$ cat config.mk
export PLATFORM = sky130hd
export DESIGN_NAME = fifo_host
export DESIGN_NICKNAME = d
export VERILOG_FILES = /design/src/verilog/fifo_host_pkg.sv /design/src/verilog/fifo_host.sv
export SDC_FILE = /design/constraint.sdc
export NUM_CORES = 1
export LEC_CHECK = 0
export ABC_AREA = 1
export BUFFER_PORTS_ARGS = -buffer_cell sky130_fd_sc_hd__buf_2
export CAP_MARGIN = 10
export CORE_UTILIZATION = 45
export CTS_CLUSTER_DIAMETER = 40
export DETAILED_ROUTE_END_ITERATION = 8
export PLACE_DENSITY_LB_ADDON = 0.25
export SLEW_MARGIN = 20
export SYNTH_ARGS = -nofsm -noshare
export SYNTH_HDL_FRONTEND = slang
export SYNTH_SLANG_ARGS = --single-unit
$ cat constraint.sdc
create_clock -name ref_clk -period 3.6 [get_ports ref_clk]
set_input_delay 0.54 -clock ref_clk [delete_from_list [all_inputs] [get_ports ref_clk]]
set_output_delay 0.54 -clock ref_clk [all_outputs]
set_load 0.05 [all_outputs]
$ cat src/verilog/fifo_host_pkg.sv
// What this block does
// - Wider words come from side-by-side devices, nine bits each.
// - Single or width use: token input held low, first-load held high.
// - Side-by-side flags are combined into composite word flags.
// - Depth chain: exactly one device has first-load tied low.
// - Depth chain: token outputs feed next token input, closing a ring.
// - Depth chain: composite empty and full reflect the whole chain, half is set by any one device.
// - Read strobe stays inactive throughout a rewind pulse.
package fifo_host_pkg;

  localparam int LANES  = 2;
  localparam int LANE_W = 9;
  localparam int WORD_W = LANES * LANE_W;

  localparam int CLK_NS        = 20;
  localparam int T_GLITCH_NS   = 3;
  localparam int T_WR_PULSE_NS = 20;
  localparam int T_WR_REC_NS   = 10;
  localparam int T_ACCESS_NS   = 20;
  localparam int T_RD_REC_NS   = 10;
  localparam int T_RT_PULSE_NS = 20;
  localparam int T_RT_REC_NS   = 20;
  localparam int T_MR_PULSE_NS = 20;
  localparam int T_MR_REC_NS   = 20;
  localparam int SYNC_CYC      = 3;
  localparam int SETTLE_CYC    = SYNC_CYC + 1;

  localparam logic [3:0] WR_LOW_CYC =
    4'((T_WR_PULSE_NS + CLK_NS - 1) / CLK_NS);
  localparam logic [3:0] WR_HIGH_CYC =
    4'((T_WR_REC_NS + CLK_NS - 1) / CLK_NS + SETTLE_CYC);
  localparam logic [3:0] RD_LOW_CYC =
    4'((T_ACCESS_NS + CLK_NS - 1) / CLK_NS + SYNC_CYC + 1);
  localparam logic [3:0] RD_HIGH_CYC =
    4'((T_RD_REC_NS + CLK_NS - 1) / CLK_NS + SETTLE_CYC);
  localparam logic [3:0] RT_LOW_CYC =
    4'((T_RT_PULSE_NS + CLK_NS - 1) / CLK_NS);
  localparam logic [3:0] RT_HIGH_CYC =
    4'((T_RT_REC_NS + CLK_NS - 1) / CLK_NS + SETTLE_CYC);
  localparam logic [3:0] MR_LOW_CYC =
    4'((T_MR_PULSE_NS + CLK_NS - 1) / CLK_NS);
  localparam logic [3:0] MR_HIGH_CYC =
    4'((T_MR_REC_NS + CLK_NS - 1) / CLK_NS + SETTLE_CYC);

  localparam logic [3:0] ADDR_DATA = 4'h0;
  localparam logic [3:0] ADDR_CTRL = 4'h4;
  localparam logic [3:0] ADDR_STAT = 4'h8;

  localparam int CTRL_READ   = 0;
  localparam int CTRL_REWIND = 1;
  localparam int CTRL_CLEAR  = 2;
  localparam int CTRL_DEPTH  = 3;

  localparam int STAT_WBUSY  = 0;
  localparam int STAT_RBUSY  = 1;
  localparam int STAT_EMPTY  = 2;
  localparam int STAT_HALF   = 3;
  localparam int STAT_FULL   = 4;
  localparam int STAT_WREF   = 5;
  localparam int STAT_RREF   = 6;
  localparam int STAT_RVALID = 7;

  localparam logic DEPTH_RST = 1'b0;

  typedef struct packed {
    logic no_room_flag;
    logic half_flag_n;
    logic no_data_flag;
  } lane_flags_t;

  typedef struct packed {
    logic full;
    logic half;
    logic empty;
  } comp_flags_t;

  localparam lane_flags_t LANE_FLAGS_RST = '{
    no_room_flag: 1'b1, half_flag_n: 1'b1, no_data_flag: 1'b0};

  typedef enum logic [1:0] {W_IDLE, W_LOW, W_HIGH} wr_state_t;
  typedef enum logic [2:0] {
    R_IDLE, R_LOW, R_HIGH, RT_LOW, RT_HIGH, MR_LOW, MR_HIGH
  } rd_state_t;

endpackage : fifo_host_pkg
$ cat src/verilog/fifo_host.sv
`timescale 1ns/1ns
`default_nettype none
module fifo_host
  import fifo_host_pkg::*;
(
  input  wire logic                      ref_clk,
  input  wire logic                      sys_rst,
  input  wire logic [3:0]                bus_addr,
  input  wire logic [31:0]               bus_wdata,
  input  wire logic                      bus_wr,
  input  wire logic                      bus_rd,
  output logic      [31:0]               bus_rdata,
  output logic                           wr_strobe_n,
  output logic                           rd_strobe_n,
  output logic      [WORD_W-1:0]         fifo_d,
  input  wire logic [WORD_W-1:0]         fifo_q,
  output logic                           master_clear_n,
  output logic      [LANES-1:0]          rewind_read_n,
  output logic      [LANES-1:0]          token_in,
  input  wire logic [LANES-1:0]          token_out,
  input  wire lane_flags_t [LANES-1:0]   lane_flags
);

  logic [3*LANES-1:0]     fl_s1_r, fl_s2_r, fl_s3_r, fl_db_r;
  lane_flags_t [LANES-1:0] db_v;
  logic [LANES-1:0]       empty_v, half_v, full_v;
  comp_flags_t            comp;
  logic [WORD_W-1:0]      q_s1_r, q_s2_r, q_s3_r;
  logic                   depth_r;
  wr_state_t              w_state_r, w_nxt;
  rd_state_t              r_state_r, r_nxt;
  logic [3:0]             w_cnt_r, r_cnt_r;
  logic [WORD_W-1:0]      d_r, rd_word_r;
  logic                   rd_n_r, rt_n_r, mr_n_r, wr_n_r;
  logic                   wref_r, rref_r, rvalid_r;
  logic                   wr_cmd, rd_cmd, rt_cmd, mr_cmd, ctrl_wr;
  logic                   w_take, r_take, rt_take, mr_take, capture;

  // Flags arrive from another timing world: three stages, agree on two
  always_ff @(posedge ref_clk) begin
    if (sys_rst) begin
      fl_s1_r <= {LANES{LANE_FLAGS_RST}};
      fl_s2_r <= {LANES{LANE_FLAGS_RST}};
      fl_s3_r <= {LANES{LANE_FLAGS_RST}};
      fl_db_r <= {LANES{LANE_FLAGS_RST}};
    end else begin
      fl_s1_r <= lane_flags;
      fl_s2_r <= fl_s1_r;
      fl_s3_r <= fl_s2_r;
      fl_db_r <= (fl_s2_r & fl_s3_r) | (fl_db_r & (fl_s2_r ^ fl_s3_r));
    end
  end

  assign db_v = fl_db_r;

  genvar gi;
  generate
    for (gi = 0; gi < LANES; gi++) begin : g_lane
      // Flags on the pins are active low
      assign empty_v[gi] = ~db_v[gi].no_data_flag;
      assign half_v[gi]  = ~db_v[gi].half_flag_n;
      assign full_v[gi]  = ~db_v[gi].no_room_flag;
      // Depth use closes the ring, otherwise the token pin is held low
      assign token_in[gi] = depth_r &
        token_out[(gi + LANES - 1) % LANES];
      // Same pin: first-load select in depth use, rewind otherwise
      assign rewind_read_n[gi] = depth_r ? (gi != 0)
                                         : rt_n_r;
    end
  endgenerate

  // Side by side any lane decides; in a chain empty and full need all devices, half any one
  always_comb begin
    if (depth_r) begin
      comp.empty = &empty_v;
      comp.full  = &full_v;
      comp.half  = |half_v;
    end else begin
      comp.empty = |empty_v;
      comp.full  = |full_v;
      comp.half  = |half_v;
    end
  end

  always_ff @(posedge ref_clk) begin
    if (sys_rst) begin
      q_s1_r <= '0;
      q_s2_r <= '0;
      q_s3_r <= '0;
    end else begin
      q_s1_r <= fifo_q;
      q_s2_r <= q_s1_r;
      q_s3_r <= q_s2_r;
    end
  end

  assign ctrl_wr = bus_wr && (bus_addr == ADDR_CTRL);
  assign wr_cmd  = bus_wr && (bus_addr == ADDR_DATA);
  assign mr_cmd  = ctrl_wr && bus_wdata[CTRL_CLEAR];
  assign rt_cmd  = ctrl_wr && bus_wdata[CTRL_REWIND] && !mr_cmd;
  assign rd_cmd  = ctrl_wr && bus_wdata[CTRL_READ] && !mr_cmd && !rt_cmd;

  // Writes may run beside a rewind, but never beside a master clear
  assign w_take  = wr_cmd && w_state_r == W_IDLE && !comp.full &&
                   r_state_r != MR_LOW && r_state_r != MR_HIGH;
  assign mr_take = mr_cmd && r_state_r == R_IDLE && w_state_r == W_IDLE;
  assign rt_take = rt_cmd && r_state_r == R_IDLE && !depth_r;
  assign r_take  = rd_cmd && r_state_r == R_IDLE && !comp.empty;
  assign capture = r_state_r == R_LOW && r_cnt_r == 4'h0;

  always_ff @(posedge ref_clk) begin
    if (sys_rst) begin
      depth_r <= DEPTH_RST;
    end else if (ctrl_wr) begin
      depth_r <= bus_wdata[CTRL_DEPTH];
    end
  end

  always_comb begin
    w_nxt = w_state_r;
    unique case (w_state_r)
      W_IDLE: if (w_take) w_nxt = W_LOW;
      W_LOW:  if (w_cnt_r == 4'h0) w_nxt = W_HIGH;
      W_HIGH: if (w_cnt_r == 4'h0) w_nxt = W_IDLE;
    endcase
  end

  always_ff @(posedge ref_clk) begin
    if (sys_rst) begin
      w_state_r <= W_IDLE;
      w_cnt_r   <= 4'h0;
      wr_n_r    <= 1'b1;
    end else begin
      w_state_r <= w_nxt;
      // Strobe from a flop only, so the pin never carries a glitch
      wr_n_r    <= (w_nxt != W_LOW);
      if (w_state_r != w_nxt) begin
        w_cnt_r <= (w_nxt == W_LOW) ? WR_LOW_CYC - 4'h1
                                    : WR_HIGH_CYC - 4'h1;
      end else if (w_cnt_r != 4'h0) begin
        w_cnt_r <= w_cnt_r - 4'h1;
      end
    end
  end

  // Data loaded on the same edge as the fall, held until after the rising edge
  always_ff @(posedge ref_clk) begin
    if (sys_rst) begin
      d_r <= '0;
    end else if (w_take) begin
      d_r <= depth_r ? {LANES{bus_wdata[LANE_W-1:0]}}
                     : bus_wdata[WORD_W-1:0];
    end
  end

  always_comb begin
    r_nxt = r_state_r;
    unique case (r_state_r)
      R_IDLE: begin
        if (mr_take) r_nxt = MR_LOW;
        else if (rt_take) r_nxt = RT_LOW;
        else if (r_take) r_nxt = R_LOW;
      end
      R_LOW:   if (r_cnt_r == 4'h0) r_nxt = R_HIGH;
      R_HIGH:  if (r_cnt_r == 4'h0) r_nxt = R_IDLE;
      RT_LOW:  if (r_cnt_r == 4'h0) r_nxt = RT_HIGH;
      RT_HIGH: if (r_cnt_r == 4'h0) r_nxt = R_IDLE;
      MR_LOW:  if (r_cnt_r == 4'h0) r_nxt = MR_HIGH;
      MR_HIGH: if (r_cnt_r == 4'h0) r_nxt = R_IDLE;
    endcase
  end

  always_ff @(posedge ref_clk) begin
    if (sys_rst) begin
      r_state_r <= R_IDLE;
      r_cnt_r   <= 4'h0;
    end else begin
      r_state_r <= r_nxt;
      if (r_state_r != r_nxt) begin
        unique case (r_nxt)
          R_LOW:   r_cnt_r <= RD_LOW_CYC - 4'h1;
          R_HIGH:  r_cnt_r <= RD_HIGH_CYC - 4'h1;
          RT_LOW:  r_cnt_r <= RT_LOW_CYC - 4'h1;
          RT_HIGH: r_cnt_r <= RT_HIGH_CYC - 4'h1;
          MR_LOW:  r_cnt_r <= MR_LOW_CYC - 4'h1;
          MR_HIGH: r_cnt_r <= MR_HIGH_CYC - 4'h1;
          R_IDLE:  r_cnt_r <= 4'h0;
        endcase
      end else if (r_cnt_r != 4'h0) begin
        r_cnt_r <= r_cnt_r - 4'h1;
      end
    end
  end

  // One engine owns read, rewind and clear, so they never overlap
  always_ff @(posedge ref_clk) begin
    if (sys_rst) begin
      rd_n_r <= 1'b1;
      rt_n_r <= 1'b1;
      mr_n_r <= 1'b1;
    end else begin
      rd_n_r <= (r_nxt != R_LOW);
      rt_n_r <= (r_nxt != RT_LOW);
      mr_n_r <= (r_nxt != MR_LOW);
    end
  end

  // Depth use shares one output bus, seen on lane 0
  always_ff @(posedge ref_clk) begin
    if (sys_rst) begin
      rd_word_r <= '0;
    end else if (capture) begin
      rd_word_r <= depth_r ? {{(WORD_W-LANE_W){1'b0}}, q_s3_r[LANE_W-1:0]}
                           : q_s3_r;
    end
  end

  // Sticky bits: a new event wins over a clear in the same cycle
  always_ff @(posedge ref_clk) begin
    if (sys_rst) begin
      wref_r   <= 1'b0;
      rref_r   <= 1'b0;
      rvalid_r <= 1'b0;
    end else begin
      if (wr_cmd && !w_take) wref_r <= 1'b1;
      else if (bus_wr && bus_addr == ADDR_STAT && bus_wdata[STAT_WREF])
        wref_r <= 1'b0;
      if ((mr_cmd && !mr_take) || (rt_cmd && !rt_take) ||
          (rd_cmd && !r_take)) rref_r <= 1'b1;
      else if (bus_wr && bus_addr == ADDR_STAT && bus_wdata[STAT_RREF])
        rref_r <= 1'b0;
      if (capture) rvalid_r <= 1'b1;
      else if (bus_rd && bus_addr == ADDR_DATA) rvalid_r <= 1'b0;
    end
  end

  always_ff @(posedge ref_clk) begin
    if (sys_rst) begin
      bus_rdata <= '0;
    end else if (bus_rd) begin
      unique case (bus_addr)
        ADDR_DATA: bus_rdata <= {{(32-WORD_W){1'b0}}, rd_word_r};
        ADDR_CTRL: bus_rdata <= {28'h0, depth_r, 3'h0};
        ADDR_STAT: bus_rdata <= {24'h0, rvalid_r, rref_r, wref_r,
                                 comp.full, comp.half, comp.empty,
                                 r_state_r != R_IDLE, w_state_r != W_IDLE};
        default:   bus_rdata <= '0;
      endcase
    end else begin
      bus_rdata <= '0;
    end
  end

  assign wr_strobe_n    = wr_n_r;
  assign rd_strobe_n    = rd_n_r;
  assign master_clear_n = mr_n_r;
  assign fifo_d         = d_r;
endmodule : fifo_host
`default_nettype wire

==> reports/qor.yml, run 1 <==
p_switching_w: 0.00140
crit_top_cell: "inv_1"
clock-sinks: 153
fill_cells: 1134
worstPathCellList: "inv_1 > ha_1 > inv_1 > nor2_1 > nand3_1 > nand3_1 > inv_1 > nor2_1 > nand2_1 > nand3_2 > nand2_1 > inv_1 > nor2_1"
cp_top_family: "simple AND/OR/NAND/NOR gates"
cp_slowest_cell: "nand3_1"
yosysWarnings: 0
r2r_cells: 13
hold_buffers: 0
overflow: 0
cp-start-kind: "register"
placed_area_um2: 6220
cts_setup_buffers: 0
fin_crit_sh_pct: 64.1
tightest_slew_ps: 895
setup_tns_ps: 0
port_buffers: 94
path_buf_inv: 4
die_w_um: 114
routedWlPerCell_um: 10.9
crit_start: "w_state_r[0]"
via_per_inst: 4.49
yosysUniqueCellTypes: 35
synthCells: 701
p_leak_nw: 3.23
final_layout_size_suffix_gt1_share_pct: 21.8
cp.required_ps: 3900
max_slew_margin_pct: 40.3
fin_cells: 974
dieArea_um2: 13100
intPower_w: 0.00340
slowest_delay_ps: 430
pwr-share-clk_pct: 39.9
clock_skew_ps: 7.07
slew_violations: 0
coreArea_um2: 12200
dpl.cell_count: 942
gr-usage-all-layers_pct: 17.7
multiInputGateArea_um2: 2020
dr.pass1.iters: 4
ctsResizeCount: 0
diodes: 0
vias: 4373
grt_pass1_wl_um: 17900
gp_congestion: 0.831
cts_made_buffers: 17
maxCapViolations: 0
p_sw_share_pct: 29.2
power.total_w: 0.00480
routed_wirelength_um: 10600
crit_arrival_ps: 2610
drt_iter0_markers: 208
ys_seq_area_share_pct: 54.0
layout.cells.most_common_list: "dfxtp_1 (153), nor2_1 (111), nand2_1 (108), inv_1 (99), buf_2 (93)"
ys_ff_latch: 153
timing.fmax_mhz: 433
holdCritPathClass: "input port to register"
first_global_vias: 4092
setup_viol_count_final: 0
synth_area_um2: 5670
final_net_count: 870
route.detailed.drc: 0
cts_tree: "done"
initial_core_util_pct: 46.6
crit_type: "register to register"
syn_to_final_growth_pct: 21.2
powerDensity_nw_per_um2: 698
clk_pin_slew_ps: 60
rr_endpoint: "w_cnt_r[2]"
avgSynthCellArea_um2: 8.09
status: "complete, no violations"
final_common_cell: "dfxtp_1"
root_buffer: "clkbuf_16"
rsz0062_at_grt: "no"
die_y_um: 114
regArea_um2: 3060
io_pins: 123
clockBufferDepth: 2
min_period_ps: 2310
seqPwrFrac_pct: 39.6
r2r_slack_ps: 1290
cts_htree_levels: 4
ant_nets: 0
dp_hpwl_um: 7350
grt_max_degree: 91
dp_slack_ps: 889
timing.rr.start: "w_state_r[0]"
crit_path_max_fanout: 12
critPathCapture: "w_cnt_r[2]"
end_kind: "register"
hold_violations: 0
crit_cells: 13
antenna_found_initial: 0
clock_latency_ps: 410
power_frac_comb_pct: 20.5
ir_drop_mv: 0.369
post-route-cell-area_um2: 6870
fin_ws_ps: 1290
placement_rows: 40
## power by group through the flow
| stage | sequential, W | clock [W] | combinational (W) |
|---|---|---|---|
| 3_3_place_gp | 0.00193 | 0 | 0.000948 |
| 6_report | 0.00190 | 0.00191 | 0.000982 |
| 5_1_grt | 0.00192 | 0.00203 | 0.00113 |
| 4_1_cts | 0.00190 | 0.00196 | 0.000988 |
| 3_5_place_dp | 0.00194 | 0 | 0.000983 |
| 2_1_floorplan | 0.00196 | 0 | 0.000778 |
## state kept, by name, summed over array words and instances (netlist names), 2 cells and up
name	cells
bus_rdata	18
db_v	6
r_cnt_r	4
q_s2_r	18
fl_s3_r	6
fifo_d	18
q_s3_r	18
q_s1_r	18
w_state_r	2
rd_word_r	18
fl_s1_r	6
fl_s2_r	6
w_cnt_r	4
r_state_r	3
## logic make-up after synthesis
kind of cell    Yosys count  share of synthesized area, %
other cells               1                        0.0661
fa+ha+maj                11                          2.43
simple gates            292                          22.7
compound gates           91                          9.22
buf+inv                 151                          11.2
flops                   153                          54.0
xor+xnor                  2                         0.309
## cell type report
type	count	area share (%)
Clock buffer	19	6.30
Clock inverter	13	3.11
Inverter	112	6.12
Multi-Input combinational cell	410	29.4
Sequential cell	153	44.6
Tap cell	168	3.06
Timing Repair Buffer	99	7.43
## layer usage
metal,share of wire (%),up-vias,GRT usage (%)
met5,0,-,0
met4,1.9,0,9.87
met3,5.9,15,4.87
met2,48,132,30.1
met1,44,1904,20.0
li1,-,2322,-
## worst min-delay path by stage
stage	from	to	slack, ps	depth (start not counted)
2_1_floorplan	fl_s1_r[0]	fl_s2_r[0]	390	2
4_1_cts	lane_flags[4]	fl_s1_r[4]	290	2
5_1_grt	lane_flags[4]	fl_s1_r[4]	290	2
3_5_place_dp	q_s1_r[14]	q_s2_r[14]	390	2
3_3_place_gp	q_s1_r[17]	q_s2_r[17]	390	2
6_report	lane_flags[4]	fl_s1_r[4]	300	2
## metrics by stage
step | hold slack (ps) | util, %
global route | 292 | 56.5
floorplan | 388 | -
finish | 303 | 56.5
detailed placement | 392 | 51.2
CTS | 288 | 56.5
global placement | 389 | 51.2
## cell usage after synthesis
| master | number | area, um2 |
|---|---|---|
| dfxtp_1 | 153 | 3060 |
| nor2_1 | 111 | 417 |
| nand2_1 | 108 | 405 |
| inv_1 | 99 | 372 |
| a21oi_1 | 34 | 170 |
| o21ai_0 | 31 | 155 |
| nand3_1 | 24 | 120 |
| clkbuf_1 | 18 | 67.6 |
| buf_4 | 17 | 128 |
| inv_2 | 13 | 48.8 |
| or2_2 | 13 | 81.3 |
| ha_1 | 11 | 138 |
| nor3_1 | 11 | 55.1 |
| a31oi_1 | 9 | 56.3 |
| a211oi_1 | 6 | 45.0 |
| nand2_2 | 5 | 31.3 |
| nand4_1 | 5 | 31.3 |
| nor2_4 | 5 | 56.3 |
| buf_2 | 4 | 20.0 |
| nand3_2 | 4 | 40.0 |
| nor2_2 | 3 | 18.8 |
| o31ai_1 | 3 | 22.5 |
| o211ai_1 | 2 | 15.0 |
| a22oi_1 | 1 | 7.51 |
| a41oi_1 | 1 | 8.76 |
| conb_1 | 1 | 3.75 |
| nand3_4 | 1 | 17.5 |
| nor3_2 | 1 | 10.0 |
| o21ai_1 | 1 | 5.00 |
| o21ai_2 | 1 | 8.76 |
| o21bai_1 | 1 | 7.51 |
| o31ai_4 | 1 | 21.3 |
| or2_1 | 1 | 6.26 |
| xnor2_1 | 1 | 8.76 |
| xor2_1 | 1 | 8.76 |
Power figures use the tool's default switching activity.
==> run 2: changes to the inputs <==
--- a/config.mk
+++ b/config.mk
@@ -5,7 +5,7 @@
 export SDC_FILE = /design/constraint.sdc
 export NUM_CORES = 1
 export LEC_CHECK = 0
-export ABC_AREA = 1
+export ABC_AREA = 0
 export BUFFER_PORTS_ARGS = -buffer_cell sky130_fd_sc_hd__buf_2
 export CAP_MARGIN = 10
 export CORE_UTILIZATION = 45
==> constraint.sdc (replaced) <==
create_clock -name ref_clk -period 2.1 [get_ports ref_clk]
set_input_delay 0.315 -clock ref_clk [delete_from_list [all_inputs] [get_ports ref_clk]]
set_output_delay 0.315 -clock ref_clk [all_outputs]
set_load 0.05 [all_outputs]
==> run 2 against run 1 <==
Net effect:
- critical endpoint is now rt_n_r
- global-route usage down 0.33 points
- sequential share of layout area up 1.0 points
- area after synthesis down 2.4%
- sequential power up 63%
- worst hold slack worse by 230 ps
- clock power up 62%
- register-to-register slack worse by 1200 ps
- via count down 8.9%
- critical path depth down 6
- setup slack worse by 1200 ps
- largest cell class unchanged
==> reports/qor.yml, run 2 <==
status: "complete, no violations"
path_buf_inv: 2  # -2
grt_max_degree: 106  # +16%
dr.pass1.iters: 6  # +2
worstPathCellList: "inv_1 > ha_1 > nor3b_1 > buf_4 > nand2_1 > a31o_1 > or4_1"
layout.cells.most_common_list: "dfxtp_1 (153), buf_2 (93), nor2b_1 (61), nand2_1 (57)"
crit_path_max_fanout: 11  # -1
cp.required_ps: 2390  # -1510 ps
critPathCapture: "rt_n_r"
die_w_um: 113  # -1.2%
cp_slowest_cell: "or4_1"
timing.rr.start: "r_cnt_r[0]"
cp-start-kind: "register"
clock_latency_ps: 420  # about the same
dp_hpwl_um: 7190  # -2.1%
yosysUniqueCellTypes: 60  # +71%
maxCapViolations: 0  # unchanged
ys_top_cells_by_area: "dfxtp_1 (55%), nor2b_1 (6.9%), nand2_1 (3.9%), a21oi_1 (3.8%), nor2_1 (2.8%)"
p_leak_nw: 2.73  # -15%
routedWlPerCell_um: 12.7  # +17%
synthTopCellsByCount: "dfxtp_1 (153), nor2b_1 (61), nand2_1 (57)"
grt_pass1_wl_um: 17200  # -4.2%
slowest_delay_ps: 470  # +40 ps
clk_pin_slew_ps: 60  # about the same
hold_violations: 0  # unchanged
placed_area_um2: 6100  # -2.1%
end_kind: "register"
clock-sinks: 153  # unchanged
coreArea_um2: 12000  # -1.2%
pwr-share-clk_pct: 44.2  # +4.3 points
root_buffer: "clkbuf_16"
ys_ff_latch: 153  # unchanged
crit_cells: 7  # -6
synthFlopType: "dfxtp_1"
seqPwrFrac_pct: 44.4  # +4.8 points
ir_drop_mv: 0.515  # +40%
synth.most_common_cell: "dfxtp_1"
ant_nets: 0  # unchanged
placement_rows: 40  # unchanged
min_period_ps: 1990  # -318 ps
io_pins: 123  # unchanged
gr-usage-all-layers_pct: 17.3  # -0.33 points
r2r_cells: 7  # -6
p_switching_w: 0.00178  # +27%
final_layout_size_suffix_gt1_share_pct: 25.0  # +3.2 points
drt_iter0_markers: 224  # +7.7%
yosysTopAreaCell: "dfxtp_1"
synth-edff-count: 0  # unchanged
routed_wirelength_um: 10300  # -2.5%
multiInputGateArea_um2: 2220  # +10%
cts_made_buffers: 17  # unchanged
r2r_slack_ps: 110  # -1180 ps
antenna_found_initial: 0  # unchanged
yosysTopAreaCellShare_pct: 55.3  # +1.3 points
diodes: 0  # unchanged
synth_area_um2: 5540  # -2.4%
ys_seq_area_share_pct: 55.3  # +1.3 points
cts_tree: "done"
crit_start: "r_cnt_r[0]"
synthCells: 560  # -20%
overflow: 0  # unchanged
slew_violations: 0  # unchanged
via_per_inst: 4.89  # +9.0%
cts_htree_levels: 4  # unchanged
yosysWarnings: 0  # unchanged
avgSynthCellArea_um2: 9.88  # +22%
syn_to_final_growth_pct: 21.4
clock_skew_ps: 6.26  # -0.813 ps
first_global_vias: 3793  # -7.3%
dieArea_um2: 12700  # -2.3%
async_flop_share_pct: 0  # unchanged
utilization_pct: 56.0  # -0.54 points
powerDensity_nw_per_um2: 1040  # +49%
power_frac_comb_pct: 11.4  # -9.1 points
holdCritPathClass: "input port to register"
fin_ws_ps: 109  # -1180 ps
clockBufferDepth: 2  # unchanged
fin_crit_sh_pct: 94.8  # +31 points
worstHoldStart: "lane_flags[4]"
final_net_count: 731  # -16%
dp_slack_ps: 88.7  # -800 ps
crit_type: "register to register"
final_common_cell: "dfxtp_1"
port_buffers: 94  # unchanged
setup_viol_count_final: 0  # unchanged
p_sw_share_pct: 25.5  # -3.7 points
rr_endpoint: "rt_n_r"
initial_core_util_pct: 46.1  # -0.54 points
post-route-cell-area_um2: 6720  # -2.2%
die_y_um: 113  # -1.2%
regArea_um2: 3060  # unchanged
gp_congestion: 0.783  # -5.8%
timing.fmax_mhz: 502  # +16%
fill_cells: 1064  # -6.2%
crit_arrival_ps: 2280  # -330 ps
vias: 3984  # -8.9%
route.detailed.drc: 0  # unchanged
intPower_w: 0.00520  # +53%
cp_top_family: "simple AND/OR/NAND/NOR gates"
==> run 2: changes by cell type after synthesis, sizes merged, moves of 9 or more <==
cell,before,now
mux2i,0,13
nand2,113,57
and2,0,16
a21oi,34,43
nor2b,0,61
nand3b,0,10
o21ai,33,4
nor2,119,43
inv,112,11
nand3,29,4
==> run 2: layer usage <==
metal / wire (um) / global-route usage [%] / up-vias / share of wire [%]
li1: - / - / 2037 / -
met1: 4480 / 19.9 / 1829 / 43
met2: 5120 / 29.1 / 95 / 50
met3: 504 / 6.21 / 23 / 4.9
met4: 218 / 7.72 / 0 / 2.1
met5: 0 / 0 / - / 0
==> run 2: kinds of logic after synthesis <==
| kind of cell | Yosys count | synth area share [%] |
|---|---|---|
| AOI/OAI and AO/OA | 83 | 9.79 |
| DFF | 153 | 55.3 |
| muxes | 13 | 2.35 |
| adders and majority gates | 13 | 2.85 |
| other | 1 | 0.0677 |
| buffers and inverters | 56 | 5.56 |
| and+or+nand+nor | 237 | 23.4 |
| xor gates and xnor gates | 4 | 0.633 |
==> run 2: how the worst min path moves through the flow <==
stage | cells past startpoint | slack [ps] | to
after floorplan | 1 | 390 | fl_s2_r[1]
after global placement | 1 | 390 | fl_s2_r[1]
after detailed placement | 1 | 390 | fl_s2_r[2]
after CTS | 2 | 60 | fl_s1_r[4]
after global routing | 2 | 60 | fl_s1_r[5]
final | 2 | 70 | fl_s1_r[4]
==> run 2: area by class of cell <==
cell class	instances	area share [%]
multi-input combinational	364	33.1
timing repair buffer	107	8.86
clock inverter	14	2.62
tap	147	2.74
inverter	11	0.614
clock buffer	18	6.53
sequential	153	45.6
==> run 2: worst reg2reg max path, cell delays in order (launching register included) <==
cell,delay [ps]
dfxtp_1,300
inv_1,80
ha_1,220
nor3b_1,200
buf_4,210
nand2_1,110
a31o_1,280
or4_1,470
==> run 2: metrics by stage <==
step	std cells	TNS [ps]	hold slack, ps	total power [W]
global placement	782	0	392	0.00390
finish	814	0	73.6	0.00699
floorplan	573	0	389	0.00377
global route	814	-1.27	61.5	0.00729
CTS	814	0	55.3	0.00705
detailed placement	782	0	393	0.00396
==> run 2: timing repair <==
item / in CTS / in global routing
setup endpoints to repair: 0 / 4
hold buffers: 0 / 0
setup buffers: 0 / 0
resized for setup: 0 / 3
==> run 2: power groups by stage <==
stage          combinational (W)  clock (W)  sequential [W]
2_1_floorplan           0.000606          0         0.00316
3_3_place_gp            0.000746          0         0.00315
3_5_place_dp            0.000794          0         0.00316
4_1_cts                 0.000800    0.00316         0.00310
5_1_grt                 0.000887    0.00329         0.00311
6_report                0.000796    0.00309         0.00310
==> run 3: changes to the inputs <==
--- a/config.mk
+++ b/config.mk
@@ -8,6 +8,7 @@
 export ABC_AREA = 0
 export BUFFER_PORTS_ARGS = -buffer_cell sky130_fd_sc_hd__buf_2
 export CAP_MARGIN = 10
+export CORE_ASPECT_RATIO = 1.25
 export CORE_UTILIZATION = 45
 export CTS_CLUSTER_DIAMETER = 40
 export DETAILED_ROUTE_END_ITERATION = 8
==> run 3 against run 2 <==
Net effect:
- wire length shrank 2.0%
- maximum frequency grew 0.25%
- final cell count grew 1.8%
- clock-buffer cell count is the same
- total power shrank 3.2%
- setup slack gained 4.9 ps
- first-iteration DRC count shrank 32%
- critical path type unchanged
- critical endpoint is now r_cnt_r[2]
- highest routed layer unchanged
==> reports/qor.yml, run 3 (synthesized netlist as in run 2, its figures left out) <==
status: "complete, no violations"
gr-usage-all-layers_pct: 16.9  # -0.41 points
dpl.cell_count: 797  # +1.9%
ant_nets: 0  # unchanged
routedWlPerCell_um: 12.2  # -3.7%
rsz0062_at_grt: "no"
cp-start-kind: "register"
dp_hpwl_um: 7100  # -1.3%
dr.pass1.iters: 5  # -1
setup_viol_count_final: 0  # unchanged
diodes: 0  # unchanged
final_common_cell: "dfxtp_1"
grt_max_degree: 102  # -3.8%
clock_skew_ps: 6.13  # -0.126 ps
cts_htree_levels: 4  # unchanged
coreArea_um2: 11800  # -1.9%
maxCapViolations: 0  # unchanged
fin_cells: 829  # +1.8%
layout.cells.most_common_list: "dfxtp_1 (153), buf_2 (93), nor2b_1 (61), nand2_1 (57)"
clock_latency_ps: 420  # about the same
slew_violations: 0  # unchanged
die_w_um: 101  # -10%
syn_to_final_growth_pct: 21.0
fin_crit_sh_pct: 94.6  # -0.23 points
ir_drop_mv: 0.495  # -3.9%
cts_made_buffers: 17  # unchanged
route.detailed.drc: 0  # unchanged
clockBufferDepth: 2  # unchanged
port_buffers: 94  # unchanged
initial_core_util_pct: 47.0  # +0.90 points
crit_type: "register to register"
end_kind: "register"
timing.fmax_mhz: 504  # +0.25%
p_leak_nw: 2.72  # -0.68%
io_pins: 123  # unchanged
crit_path_max_fanout: 5  # -6
hold_violations: 0  # unchanged
final_layout_size_suffix_gt1_share_pct: 25.1  # +0.11 points
grt_pass1_wl_um: 16700  # -2.7%
clock-sinks: 153  # unchanged
setup_tns_ps: 0  # unchanged
powerDensity_nw_per_um2: 1010  # -2.8%
die_y_um: 126  # +12%
dieArea_um2: 12800  # about the same
antenna_found_initial: 0  # unchanged
final_net_count: 732  # +0.14%
cts_setup_buffers: 0  # unchanged
overflow: 0  # unchanged
drt_iter0_markers: 153  # -32%
holdCritPathClass: "input port to register"
crit_arrival_ps: 2320  # +40 ps
first_global_vias: 3696  # -2.6%
gp_congestion: 0.785  # +0.19%
cp.required_ps: 2440  # +50 ps
vias: 3918  # -1.7%
clk_pin_slew_ps: 60  # about the same
via_per_inst: 4.73  # -3.4%
min_period_ps: 1990  # -4.87 ps
routed_wirelength_um: 10100  # -2.0%
placement_rows: 44  # +10%
root_buffer: "clkbuf_16"
cts_tree: "done"
## run 3: cell count changes in the layout (fill, tap and decap cells not counted), sizes merged
cell    delta
buf        +1
bufinv     -2
inv        +2
## run 3: critical path, cell delays in order, from the launching register on
cell,delay (ps)
dfxtp_1,330
inv_1,120
ha_2,240
and4bb_2,250
nand4b_1,170
and3_4,220
o311a_1,360
a211oi_2,210
## run 3: final cells by class
type	count	area, um2
inverters	11	41.3
clock buffers	18	429
clock inverters	14	129
multi-input cells	364	2230
fillers	1083	5080
flip-flops and latches	153	3060
well taps	161	201
repair buffers	108	603
## run 3: stage by stage
stage          total power (W)  hold WS, ps  utilization, %  worst slack [ps]  cell area (um2)
5_1_grt                0.00707         63.9            56.8              26.6             6700
3_3_place_gp           0.00392          391            52.0               130             6120
6_report               0.00676         75.3            56.8               114             6700
2_1_floorplan          0.00377          389               -               197             5580
4_1_cts                0.00680         61.0            56.7              85.6             6690
3_5_place_dp           0.00397          393            52.0              24.1             6120
## run 3: timing repair
action,4_1_cts,5_1_grt
setup endpoints to repair,1,4
hold buffers,0,0
gates resized for setup,1,4
## run 3: final timing paths
| path | slack, ps | cells past startpoint | to | start |
|---|---|---|---|---|
| setup / recovery | 110 | 7 | r_cnt_r[2] | w_state_r[0] |
| hold / removal | 80 | 2 | fl_s1_r[1] | lane_flags[1] |
| setup reg to reg | 110 | 7 | r_cnt_r[2] | w_state_r[0] |
| hold reg to reg | 410 | 1 | fl_s2_r[1] | fl_s1_r[1] |
## run 3: routing by layer
metal | GRT usage [%] | part of all wire, %
met1 | 19.0 | 43
met3 | 5.05 | 4.1
met5 | 0 | 0
met2 | 28.9 | 51
met4 | 8.10 | 1.5
## run 3: where the power goes
part	switching (W)	total, W	internal (W)
sequential	0.0000709	0.00310	0.00303
clock	0.00126	0.00283	0.00156
combinational	0.000453	0.000835	0.000382
